### src/pkg/srasl_regs.vh
`ifndef SRASL_REGS_VH
`define SRASL_REGS_VH

// fixed target address, seven bits
`define SRASL_DEV_ADDR 7'h45
// direction bit value that asks for a read
`define SRASL_DIR_READ 1'h1
// bits in one byte on the wire
`define SRASL_BYTE_BITS 4'h8
// index register after reset
`define SRASL_IDX_RST 8'h00
// idle level of both bus lines
`define SRASL_LINE_IDLE 1'h1

`endif

### src/verilog/srasl_slave.v
// How it works
// RL1: device is only a target; it never drives the clock line.
// RL2: host makes every clock pulse; data line ownership alternates.
// RL3: lines are only pulled low or released; pull-ups give high.
// RL4: bytes go most significant bit first, sampled while clock high.
// RL5: data falling while clock high is a start; then hear address.
// RL6: first byte holds seven address bits then the direction bit.
// RL7: answer address 1000101; direction one reads, zero writes.
// RL8: host releases data after address; device pulls low on ninth clock.
// RL9: with no acknowledge the host stops and abandons the transfer.
// RL10: each byte takes nine clocks: eight data and one acknowledge.
// RL11: first write byte after the address loads the index register.
// RL12: later write bytes store at the index, then index increments.
// RL13: device acknowledges each received write byte.
// RL14: host ends any sequence with a stop condition.
// RL15: reads start with a write of address and index, then stop or restart.
// RL16: read phase resends address with direction one; device shifts data.
// RL17: after eight read bits device releases data; host acknowledges.
// RL18: host ends a read with a negative acknowledge then a stop.
// RL19: index advances after each read byte; release after a nack.
// RL20: a non-matching address leaves the device silent until next start.
`include "srasl_regs.vh"

module srasl_slave #(
  parameter IDX_W = 8
) (
  input wire clk,
  input wire rst,
  input wire ce,
  input wire host_serial_clock,
  input wire host_serial_data_in,
  output reg host_serial_data_out,
  output reg host_serial_data_oe,
  output reg host_serial_clock_out,
  output reg host_serial_clock_oe,
  output reg [IDX_W-1:0] reg_index,
  input wire [7:0] reg_rdata,
  output reg reg_wr,
  output reg [IDX_W-1:0] reg_waddr,
  output reg [7:0] reg_wdata,
  output reg busy
);

  localparam [2:0] ST_IDLE = 3'h0;
  localparam [2:0] ST_ADDR = 3'h1;
  localparam [2:0] ST_AACK = 3'h2;
  localparam [2:0] ST_WR = 3'h3;
  localparam [2:0] ST_WACK = 3'h4;
  localparam [2:0] ST_RD = 3'h5;
  localparam [2:0] ST_RACK = 3'h6;

  function [IDX_W-1:0] idx_next;
    input [IDX_W-1:0] idx;
    begin
      idx_next = idx + {{(IDX_W-1){1'b0}}, 1'b1};
    end
  endfunction

  wire [1:0] lines;
  reg scl_d;
  reg sda_d;
  reg [2:0] state;
  reg [3:0] cnt;
  reg [7:0] sh;
  reg dir_rd;
  reg got_index;
  reg nack;

  srasl_sync #(
    .W(2)
  ) u_sync (
    .clk(clk),
    .rst(rst),
    .ce(ce),
    .d({host_serial_clock, host_serial_data_in}),
    .q(lines)
  );

  wire scl = lines[1];
  wire sda = lines[0];
  wire scl_rise = scl & ~scl_d;
  wire scl_fall = ~scl & scl_d;
  wire start_seen = scl & scl_d & sda_d & ~sda; // RL5
  wire stop_seen = scl & scl_d & ~sda_d & sda;
  wire byte_done = (cnt == `SRASL_BYTE_BITS); // RL10

  always @(posedge clk)
  begin
    if (rst)
    begin
      scl_d <= 1'b1;
      sda_d <= 1'b1;
      state <= ST_IDLE;
      cnt <= 4'h0;
      sh <= 8'h00;
      dir_rd <= 1'b0;
      got_index <= 1'b0;
      nack <= 1'b0;
      reg_index <= `SRASL_IDX_RST;
      reg_wr <= 1'b0;
      reg_waddr <= `SRASL_IDX_RST;
      reg_wdata <= 8'h00;
      busy <= 1'b0;
      host_serial_data_out <= 1'b0;
      host_serial_data_oe <= 1'b0;
      host_serial_clock_out <= 1'b0;
      host_serial_clock_oe <= 1'b0;
    end
    else if (ce)
    begin
      scl_d <= scl;
      sda_d <= sda;
      reg_wr <= 1'b0;
      // clock line is never driven; only the low level is ever offered
      host_serial_clock_oe <= 1'b0; // RL1
      host_serial_data_out <= 1'b0; // RL3
      busy <= (state != ST_IDLE);
      if (start_seen)
      begin
        // a repeated start also lands here, keeping the index
        state <= ST_ADDR; // RL5 RL15
        cnt <= 4'h0;
        host_serial_data_oe <= 1'b0;
      end
      else if (stop_seen)
      begin
        state <= ST_IDLE;
        host_serial_data_oe <= 1'b0;
      end
      else
      begin
        case (state)
          ST_ADDR, ST_WR:
          begin
            if (scl_rise)
            begin
              sh <= {sh[6:0], sda}; // RL4
              cnt <= cnt + 4'h1;
            end
            else if (scl_fall && byte_done)
            begin
              cnt <= 4'h0;
              if (state == ST_ADDR)
              begin
                if (sh[7:1] == `SRASL_DEV_ADDR) // RL6 RL7
                begin
                  dir_rd <= (sh[0] == `SRASL_DIR_READ); // RL7
                  got_index <= 1'b0;
                  host_serial_data_oe <= 1'b1; // RL8
                  state <= ST_AACK;
                end
                else
                begin
                  state <= ST_IDLE; // RL20
                end
              end
              else
              begin
                host_serial_data_oe <= 1'b1; // RL13
                state <= ST_WACK;
                got_index <= 1'b1;
                if (!got_index)
                begin
                  reg_index <= sh[IDX_W-1:0]; // RL11
                end
                else
                begin
                  reg_wr <= 1'b1; // RL12
                  reg_waddr <= reg_index;
                  reg_wdata <= sh;
                  reg_index <= idx_next(reg_index); // RL12
                end
              end
            end
          end
          ST_AACK:
          begin
            if (scl_fall)
            begin
              cnt <= 4'h0;
              if (dir_rd)
              begin
                // the first read bit goes out as soon as the ack ends
                sh <= {reg_rdata[6:0], 1'b1}; // RL16
                host_serial_data_oe <= ~reg_rdata[7]; // RL4
                state <= ST_RD;
              end
              else
              begin
                host_serial_data_oe <= 1'b0;
                state <= ST_WR;
              end
            end
          end
          ST_WACK:
          begin
            if (scl_fall)
            begin
              host_serial_data_oe <= 1'b0;
              state <= ST_WR;
            end
          end
          ST_RD:
          begin
            if (scl_rise)
            begin
              cnt <= cnt + 4'h1;
            end
            else if (scl_fall)
            begin
              if (byte_done)
              begin
                host_serial_data_oe <= 1'b0; // RL17
                reg_index <= idx_next(reg_index); // RL19
                state <= ST_RACK;
              end
              else
              begin
                sh <= {sh[6:0], 1'b1};
                host_serial_data_oe <= ~sh[7]; // RL4
              end
            end
          end
          ST_RACK:
          begin
            if (scl_rise)
            begin
              nack <= sda; // RL17
            end
            else if (scl_fall)
            begin
              cnt <= 4'h0;
              if (nack)
              begin
                // host said last byte; stay off the line till a start
                state <= ST_IDLE; // RL19
              end
              else
              begin
                sh <= {reg_rdata[6:0], 1'b1};
                host_serial_data_oe <= ~reg_rdata[7]; // RL16
                state <= ST_RD;
              end
            end
          end
          default:
          begin
            host_serial_data_oe <= 1'b0; // RL20
          end
        endcase
      end
    end
  end

endmodule // srasl_slave

### src/verilog/srasl_sync.v
module srasl_sync #(
  parameter W = 2
) (
  input wire clk,
  input wire rst,
  input wire ce,
  input wire [W-1:0] d,
  output reg [W-1:0] q
);

  reg [W-1:0] meta;

  // the first stage feeds only the second stage
  always @(posedge clk)
  begin
    if (rst)
    begin
      meta <= {W{1'b1}};
      q <= {W{1'b1}};
    end
    else if (ce)
    begin
      meta <= d;
      q <= meta;
    end
  end

endmodule // srasl_sync

### config.mk
export PLATFORM = sky130hd
export DESIGN_NAME = srasl_slave
export DESIGN_NICKNAME = d
export VERILOG_FILES = /design/src/verilog/srasl_slave.v /design/src/verilog/srasl_sync.v
export VERILOG_INCLUDE_DIRS = /design/src /design/src/pkg
export SDC_FILE = /design/constraint.sdc
export NUM_CORES = 1
export LEC_CHECK = 0
export ABC_AREA = 1
export BUFFER_PORTS_ARGS = -buffer_cell sky130_fd_sc_hd__buf_2
export CAP_MARGIN = 20
export CORE_AREA = 3 3 73 144
export CTS_CLUSTER_SIZE = 20
export DETAILED_ROUTE_END_ITERATION = 16
export DIE_AREA = 0 0 76 147
export HOLD_SLACK_MARGIN = 0.05
export PLACE_DENSITY = 0.44
export SYNTH_ARGS = -nofsm -noshare
export SYNTH_HDL_FRONTEND = slang
export SYNTH_SLANG_ARGS = --single-unit
### constraint.sdc
create_clock -name clk -period 1.8 [get_ports clk]
set_clock_uncertainty 0.1 [all_clocks]
set_input_delay 0.27 -clock clk [delete_from_list [all_inputs] [get_ports clk]]
set_output_delay 0.27 -clock clk [all_outputs]
set_load 0.01 [all_outputs]
### Word level (Yosys, flattened, before mapping)

Cells that the tools add are included.
W data, S select, Z words.

* bits in registers: 51
* memory bits (read-only): 0
* logic and storage cells: 155
* bits of input ports: 13
* output and inout bits: 30
* bits in writable memories: 0
* memories: 0
* latch bits: 0

* reductions and logical operators: 16
* equality and inequality tests: 37
* $mul: 0
* bitwise logic cells: 17
* divide/modulo/power cells: 0
* multiplexer cells: 67
* $lt $le $gt $ge: 0
* shifts and indexed selects: 0
* $add $sub $neg: 2

Operator list (count)
* $mux W8: 16
* $ne A4 B4 Y1 const B: 11
* $mux W3: 14
* $pmux W8 S4: 1
* $mux W4: 7
* $ne A2 B2 Y1 const B: 14
* $mux W1: 24
* $reduce_and A11 Y1: 2
* $pmux W4 S4: 1
* $pmux W8 S2: 1
* $reduce_and A8 Y1: 2
* $pmux W3 S5: 1
* $reduce_and A13 Y1: 1
* $not A1 Y1: 10
* $reduce_and A10 Y1: 1
* $eq A3 B3 Y1 const B: 3
* $add A8 B1 Y8 const B: 1
* $and A1 B1 Y1: 7
* $eq A7 B7 Y1 const B: 1
* $reduce_and A7 Y1: 1
* $reduce_bool A7 Y1: 1
* $eq A3 B2 Y1 const B: 2
* $ne A3 B3 Y1 const B: 2
* $reduce_and A6 Y1: 1
* 14 further kinds: 14

### Logic depth before layout (Yosys ltp)

Gate-level depths: netlist (run 1).

* depth in word-level cells: 8
* depth in mapped cells: 12
* depth with buffers taken out: 12

### Hierarchy

From an unflattened synthesis (run 1), not the netlist that was laid out.

* cells, all modules: 415
* area, all modules: 2832.7 um^2

By module, submodules not included
* srasl_slave: instances 1, cells each 397, seq. area each 940.9 um^2, area each 2695.1 um^2
* srasl_sync: instances 1, cells each 18, seq. area each 80.1 um^2, area each 137.6 um^2

### Worst setup path after synthesis (run 1)

No wires, ideal clock.

* path type: reg-to-reg
* from: register cnt[0]
* to: register reg_wdata[3]
* path buffers: 1
* slack: -64 ps
* arrival time: 1644 ps
* cell stages (with the launch flop): 11
* required time: 1580 ps
* library setup time: 120 ps
* period minus slack after synthesis: 1864 ps
* cell sequence: dfxtp_1 inv_1 ha_1 nand2_1 nor2_1 nand2_1 nor3_2 nand3_1 buf_2 o21ai_1 a21oi_1

* cells in the longest elaborated chain, start to end: 3

RTL lines
* start: declaration: line srasl_slave.v:63 `reg [3:0] cnt;`
* start signal: assignment: line srasl_slave.v:138 `cnt <= cnt + 4'h1;`
* start signal: assignment: line srasl_slave.v:207 `cnt <= cnt + 4'h1;`
* $eq A4 B4 Y1 (no source line)
* $logic_and A1 B1 Y1: line srasl_slave.v:140 `else if (scl_fall && byte_done)`
* $reduce_and A8 Y1 (no source line)
* end signal: assignment: line srasl_slave.v:170 `reg_wdata <= sh;`
* end: declaration: line srasl_slave.v:40 `output reg [7:0] reg_wdata,`

No other way between the ends.
A chain may end at the register's enable or synchronous reset.

### Worst setup path in the final report (run 1)

* from: register state[2]
* to: register sh[2]

* cells in the longest elaborated chain, start to end: 4
* elaborated cells on any way between the ends: 18
* those cells by class: 14 x eq/ne; 1 x mux; 3 x reduce/logical

RTL lines
* start: declaration: line srasl_slave.v:62 `reg [2:0] state;`
* start signal: assignment: line srasl_slave.v:93 `state <= ST_IDLE;`
* start signal: assignment: line srasl_slave.v:121 `state <= ST_ADDR;`
* start signal: assignment: line srasl_slave.v:127 `state <= ST_IDLE;`
* $eq A3 B1 Y1 or $eq A3 B2 Y1 (tied branches): line srasl_slave.v:132 `case (state)`
* $reduce_or A2 Y1: line srasl_slave.v:132
* $reduce_bool A4 Y1 (no source line) or $ne A2 B2 Y1 (tied branches)
* $reduce_and A13 Y1 (no source line)
* end signal: assignment: line srasl_slave.v:137 `sh <= {sh[6:0], sda};`
* end signal: assignment: line srasl_slave.v:184 `sh <= {reg_rdata[6:0], 1'b1};`
* end signal: assignment: line srasl_slave.v:219 `sh <= {sh[6:0], 1'b1};`
* end: declaration: line srasl_slave.v:64 `reg [7:0] sh;`

Several ways; a longest one is shown, not always the timed one.

==> flow_metrics.py, run 1 <==
metrics = {
    "routing": {
        "drt_iter0_drc": 115,
        "drt-total-wl_um": 8809,
        "num_vias": 2992,
        "first_pass_iters": 4,
        "drtAntennaViolNets": 0,
        "via_per_inst": 4.520,
        "routedWlPerCell_um": 13.31,
        "remaining_drc_errors": 0,
    },
    "clocking": {
        "clock_latency_ps": 290,
        "cts_buffers": 5,
        "cts.path.max_buffers": 2,
        "htreeDepth": 2,
        "clk_pin_slew_ps": 70,
        "cts_root_buf": "clkbuf_16",
        "clock_sinks": 51,
        "cts_tree": "built",
    },
    "layout": {
        "layout.cells.non_filler": 662,
        "post-route-util_pct": 41.74,
        "num-fill-cells": 1045,
        "drive_gt1_share_pct": 32.14,
        "final_nets": 547,
        "syn_to_final_growth_pct": 38.87,
        "diodes": 0,
    },
    "grt": {
        "first_global_vias": 2903,
        "grt_pass1_wl_um": 14030,
        "grt_max_degree": 33,
        "grt_overflow_total": 0,
        "grt_usage_pct": 15.87,
        "antenna_found_initial": 0,
    },
    "timing": {
        "whs_ps": 96.73,
        "max_freq_ghz": 0.5812,
        "hold_violations": 0,
        "setup_violations": 0,
        "min_period_over_period_pct": 95.58,
        "min_period_ps": 1721,
        "worst_slack_ps": 79.50,
        "maxSlewViolCount": 0,
        "rsz0062_at_grt": "true",
    },
    "synth": {
        "netlist_instances": 450,
        "ys.warnings.count": 0,
        "syn_area_per_cell_um2": 6.309,
        "ys_types": 36,
        "ys_ff_latch": 51,
        "ys_seq_area_share_pct": 35.96,
        "syn_area_um2": 2839,
    },
    "critical_path": {
        "r2r-end": "sh[2]$_SDFFE_PP0P_",
        "r2r_setup_slack_ps": 80,
        "end_kind": "flip-flop",
        "rr_worst_depth": 11,
        "cp.arrival_ps": 1810,
        "startpoint": "state[2]$_SDFFE_PP0P_",
        "crit_path_end": "sh[2]$_SDFFE_PP0P_",
        "rr_startpoint": "state[2]$_SDFFE_PP0P_",
        "crit_path_start_kind": "flip-flop",
        "critPathMaxFanout": 8,
        "path_class": "reg2reg",
        "cp.required_ps": 1890,
    },
    "pwr": {
        "ir_drop_mv": 0.4974,
        "power.density_nw_per_um2": 1057,
        "leakage_nw": 1.765,
        "power.total_mw": 4.167,
    },
    "job": {
        "maxCapViolations": 0,
    },
    "floorplan": {
        "dieArea_um2": 11170,
        "fp.dieH_um": 147,
        "core_region_area_um2": 9447,
        "rows": 50,
        "io_pins": 43,
        "start_util_pct": 30.05,
        "fp.dieW_um": 76,
    },
    "outcome": {
        "status": "finished, final reports clean",
    },
    "placement": {
        "place_worst_setup_slack_ps": -108.4,
        "dp_cells": 644,
        "detailed_place_hpwl_um": 6941,
        "gp_congestion": 0.9060,
        "buffer_ports.inserted": 39,
    },
    "worst_hold_path": {
        "hold_path.class": "in2reg",
    },
}
[worst max-delay path: stages, from the launching register on]
cell       delay, ps
dfxtp_4          380
buf_6            120
nand3_4          140
nand2_4          110
inv_2             40
nand2_2           50
nand2_2           60
nor3_4           270
clkbuf_16        210
nand2_2           40
nand2_1           50
nor2_1            40
[metal layers]
metal | routed length (µm) | up-vias | track usage (%)
met1 | 3057 | 1356 | 14.36
met3 | 186 | 18 | 2.025
met2 | 5226 | 46 | 33.10
met4 | 338 | 0 | 7.985
li1 | - | 1572 | -
met5 | 0 | - | 0
[cell families after synthesis]
logic type               Yosys count  share of synthesized area (%)
XOR/XNOR                           3                         0.9257
adder cells (fa/ha/maj)            3                          1.322
AO/OA/AOI/OAI                     81                          14.81
flip-flops                        51                          35.96
buffers and inverters             82                          11.86
AND/OR/NAND/NOR                  229                          34.99
other                              1                         0.1321
[state kept, by name, indices dropped and copies added (netlist names), 2 cells and up]
name / flops
reg_index: 8
reg_waddr: 8
sh: 8
reg_wdata: 8
u_sync.q: 2
state: 3
u_sync.meta: 2
cnt: 4
[metrics by stage]
step | setup TNS [ps] | instance area, µm²
finish | 0 | 3943
global route | -83.26 | 3943
CTS | -3.653 | 3636
detailed placement | -913.5 | 3463
global placement | -545.6 | 3463
floorplan | 0 | 2849
[cell usage after synthesis]
cell type | instances | area [µm²]
a211oi_1 | 1 | 7.510
a21oi_1 | 32 | 160.2
a21oi_2 | 1 | 8.760
a31oi_1 | 1 | 6.260
buf_1 | 2 | 7.510
buf_2 | 3 | 15.01
buf_4 | 4 | 30.03
buf_6 | 1 | 11.26
clkbuf_1 | 6 | 22.52
conb_1 | 1 | 3.750
dfxtp_1 | 51 | 1021
ha_1 | 3 | 37.54
inv_1 | 56 | 210.2
inv_2 | 9 | 33.78
inv_4 | 1 | 6.260
nand2_1 | 117 | 439.2
nand2_2 | 2 | 12.51
nand2_4 | 1 | 11.26
nand3_1 | 27 | 135.1
nand3_2 | 1 | 10.01
nand3_4 | 1 | 17.52
nand4_1 | 4 | 25.02
nor2_1 | 64 | 240.2
nor2_2 | 2 | 12.51
nor2_4 | 1 | 11.26
nor2_8 | 1 | 20.02
nor3_1 | 4 | 20.02
nor3_2 | 1 | 10.01
nor3_4 | 1 | 16.27
nor4_1 | 2 | 12.51
o211ai_1 | 2 | 15.01
o21ai_0 | 26 | 130.1
o21ai_1 | 17 | 85.08
o21bai_1 | 1 | 7.510
xnor2_1 | 1 | 8.760
xor2_1 | 2 | 17.52
[layout make-up]
cell class                      instances  area [µm²]  area share (%)
Inverter                               66       252.7           6.411
Timing Repair Buffer                   88       645.6           16.38
Multi-Input combinational cell        319        1688           42.81
Clock buffer                            6       138.9           3.523
Clock inverter                          2       16.27          0.4126
Tap cell                              130       162.7           4.126
Sequential cell                        51        1039           26.34
[power breakdown]
group | internal [mW] | switching (mW) | leakage (nW)
clock network | 0.556 | 0.439 | 0.0731
logic | 0.747 | 1.05 | 1.28
registers | 1.25 | 0.121 | 0.416
total | 2.56 | 1.61 | 1.76
[layout by cell type, fill, tap and decap left out, types with 4 or more instances in the layout]
master	count
o21ai_1	18
buf_2	39
dfxtp_1	43
nand4_1	4
nand3_2	5
o21ai_0	23
buf_4	40
nand2_4	5
nand3_1	23
inv_2	11
buf_12	4
nor2_4	9
a21oi_1	31
dfxtp_2	5
buf_6	4
nand2_2	23
nor2_1	56
inv_1	53
nand2_1	92
clkbuf_16	6
[worst min-delay path by stage]
stage | startpoint | end | depth (start not counted)
final | host_serial_data_in | u_sync.meta[0]$_SDFFE_PP1P_ | 3
after global routing | host_serial_clock | u_sync.meta[1]$_SDFFE_PP1P_ | 3
after CTS | host_serial_clock | u_sync.meta[1]$_SDFFE_PP1P_ | 3
after detailed placement | reg_wdata[6]$_SDFFE_PP0P_ | reg_wdata[6]$_SDFFE_PP0P_ | 2
after global placement | reg_wdata[5]$_SDFFE_PP0P_ | reg_wdata[5]$_SDFFE_PP0P_ | 2
after floorplan | host_serial_data_in | u_sync.meta[0]$_SDFFE_PP1P_ | 2
[timing repair]
item | CTS | global route
setup endpoints to repair | 15 | 40
hold buffers | 0 | 0
resized for setup | 8 | 69
cloned | 0 | 1
pin swaps | 1 | 29
setup buffers | 0 | 9
Note: power is estimated with default switching activity, not from simulation.
==> run 2, diff against run 1 <==
CELL_PAD_IN_SITES_DETAIL_PLACEMENT = 0   (was default)
CELL_PAD_IN_SITES_GLOBAL_PLACEMENT = 1   (was default)
PLACE_DENSITY = 0.6   (was 0.44)
==> flow_metrics.py, run 2 (synthesis gave the netlist of run 1 again) <==
metrics = {
    "placement": {
        "place_worst_setup_slack_ps": -131.5,
        "buffer_ports.inserted": 39,
        "gp_congestion": 0.9006,
        "detailed_place_hpwl_um": 7030,
    },
    "layout": {
        "final_nets": 550,
        "final_common_cell": "nand2_1",
        "final_cell_mix": "107 x nand2_1, 55 x nor2_1, 53 x inv_1",
        "post-route-util_pct": 42.53,
        "syn_to_final_growth_pct": 41.52,
        "drive_gt1_share_pct": 33.15,
        "regArea_um2": 1036,
        "num-fill-cells": 1022,
        "multi_input_area_um2": 1744,
        "diodes": 0,
    },
    "routing": {
        "drt_iter0_drc": 115,
        "drt-total-wl_um": 9260,
        "remaining_drc_errors": 0,
        "drtAntennaViolNets": 0,
        "first_pass_iters": 4,
        "routedWlPerCell_um": 13.95,
        "num_vias": 3030,
        "via_per_inst": 4.563,
    },
    "timing": {
        "max_freq_ghz": 0.5607,
        "min_period_over_period_pct": 99.09,
        "setup_violations": 0,
        "worst_slack_ps": 16.43,
        "fin_tns_setup_ps": 0,
        "hold_violations": 0,
        "maxSlewViolCount": 0,
        "min_period_ps": 1784,
        "rsz0062_at_grt": "true",
    },
    "pwr": {
        "clkPwrFrac_pct": 25.9,
        "pwr-share-seq_pct": 32.6,
        "leakage_nw": 1.800,
        "p_sw_mw": 1.631,
        "swShare_pct": 38.40,
        "intPower_mw": 2.616,
        "power_frac_comb_pct": 41.4,
        "ir_drop_mv": 0.5090,
        "power.density_nw_per_um2": 1057,
    },
    "critical_path": {
        "crit_chain": "inv_2, ha_4, nand2_2, nor2_4, nand2_2, nor3_4, nand3_4, clkbuf_16, o21ai_2, a21oi_1",
        "critPathBufInv": 2,
        "critPathSlowestCell": "dfxtp_2",
        "cpPeakStageDelay_ps": 320,
        "cp.required_ps": 1880,
        "path_delay_family": "simple AND/OR/NAND/NOR gates",
        "path_class": "reg2reg",
        "crit_path_start_kind": "flip-flop",
        "worst_path_most_repeated_cell": "nand2_2",
        "end_kind": "flip-flop",
        "critPathMaxFanout": 8,
        "cp.arrival_ps": 1870,
    },
    "clocking": {
        "cts.path.max_buffers": 2,
        "hold_buffers": 0,
        "cts_buffers": 5,
        "clock_latency_ps": 300,
        "cts_tree": "built",
        "clk_pin_slew_ps": 70,
        "clock_sinks": 51,
        "cts_root_buf": "clkbuf_16",
        "htreeDepth": 2,
    },
    "floorplan": {
        "fp.dieW_um": 76,
        "start_util_pct": 30.05,
        "rows": 50,
        "fp.dieH_um": 147,
        "core_region_area_um2": 9447,
        "io_pins": 43,
        "dieArea_um2": 11170,
    },
    "grt": {
        "first_global_vias": 2899,
        "grt_usage_pct": 16.50,
        "grt_pass1_wl_um": 14480,
        "grt_overflow_total": 0,
        "antenna_found_initial": 0,
        "grt_max_degree": 33,
    },
    "worst_hold_path": {
        "hold_path.class": "in2reg",
    },
    "job": {
        "maxCapViolations": 0,
    },
    "outcome": {
        "status": "finished, final reports clean",
    },
}
-- run 2: cell count changes in the layout (fill, tap and decap cells not counted), sizes merged --
| cell | previous run | this run |
|---|---|---|
| bufinv | 0 | 1 |
| clkinv | 1 | 0 |
| buf | 87 | 89 |
-- run 2: area by class of cell --
| cell class | instances | area share [%] |
|---|---|---|
| inverters | 66 | 6.353 |
| flip-flops and latches | 51 | 25.79 |
| well taps | 130 | 4.049 |
| repair buffers | 91 | 16.35 |
| clock inverters | 2 | 0.9343 |
| clock buffers | 5 | 3.114 |
| multi-input cells | 319 | 43.41 |
-- run 2: metal layers --
layer | routed length [µm] | vias to the layer above | share of wire (%) | track usage (%)
met5 | 0 | - | 0 | 0
met4 | 614 | 0 | 6.6 | 11.52
met3 | 206 | 28 | 2.2 | 2.147
met2 | 5274 | 55 | 57 | 32.16
met1 | 3165 | 1366 | 34 | 15.47
li1 | - | 1581 | - | -
-- run 2: through the flow --
step                hold WS, ps  power [mW]  area (µm²)  cells
finish                    81.97       4.247        4018    664
global route              99.18       4.570        4018    664
CTS                       76.10       4.062        3677    657
detailed placement        334.3       2.909        3483    650
global placement          330.2       2.902        3483    650
floorplan                 296.3       2.316        2849    452
-- run 2: worst reg2reg max path: cells and delay by family (launching register included) --
kind | cells | cell delay [ps]
flops | 1 | 320
compound gates | 2 | 160
buf+inv | 2 | 260
fa+ha+maj | 1 | 120
simple gates | 5 | 700
-- run 2: worst paths after layout --
check	from	end	slack, ps	cells past startpoint
hold reg to reg	reg_wdata[5]$_SDFFE_PP0P_	reg_wdata[5]$_SDFFE_PP0P_	340	2
setup / recovery	cnt[1]$_SDFFE_PP0P_	reg_waddr[6]$_SDFFE_PP0P_	20	10
setup reg to reg	cnt[1]$_SDFFE_PP0P_	reg_waddr[6]$_SDFFE_PP0P_	20	10
hold / removal	host_serial_data_in	u_sync.meta[0]$_SDFFE_PP1P_	80	3
-- run 2: what timing repair did --
action,in CTS,in global routing
cloned,0,2
setup endpoints to repair,24,41
pin swaps,1,15
gates resized for setup,10,72
setup buffers,0,5
-- run 2: power by group through the flow --
| stage | logic (mW) | registers [mW] | clock network (mW) |
|---|---|---|---|
| 2_1_floorplan | 0.945 | 1.37 | 0 |
| 3_3_place_gp | 1.52 | 1.38 | 0 |
| 3_5_place_dp | 1.53 | 1.38 | 0 |
| 4_1_cts | 1.57 | 1.36 | 1.14 |
| 5_1_grt | 1.98 | 1.41 | 1.18 |
| 6_report | 1.76 | 1.39 | 1.10 |
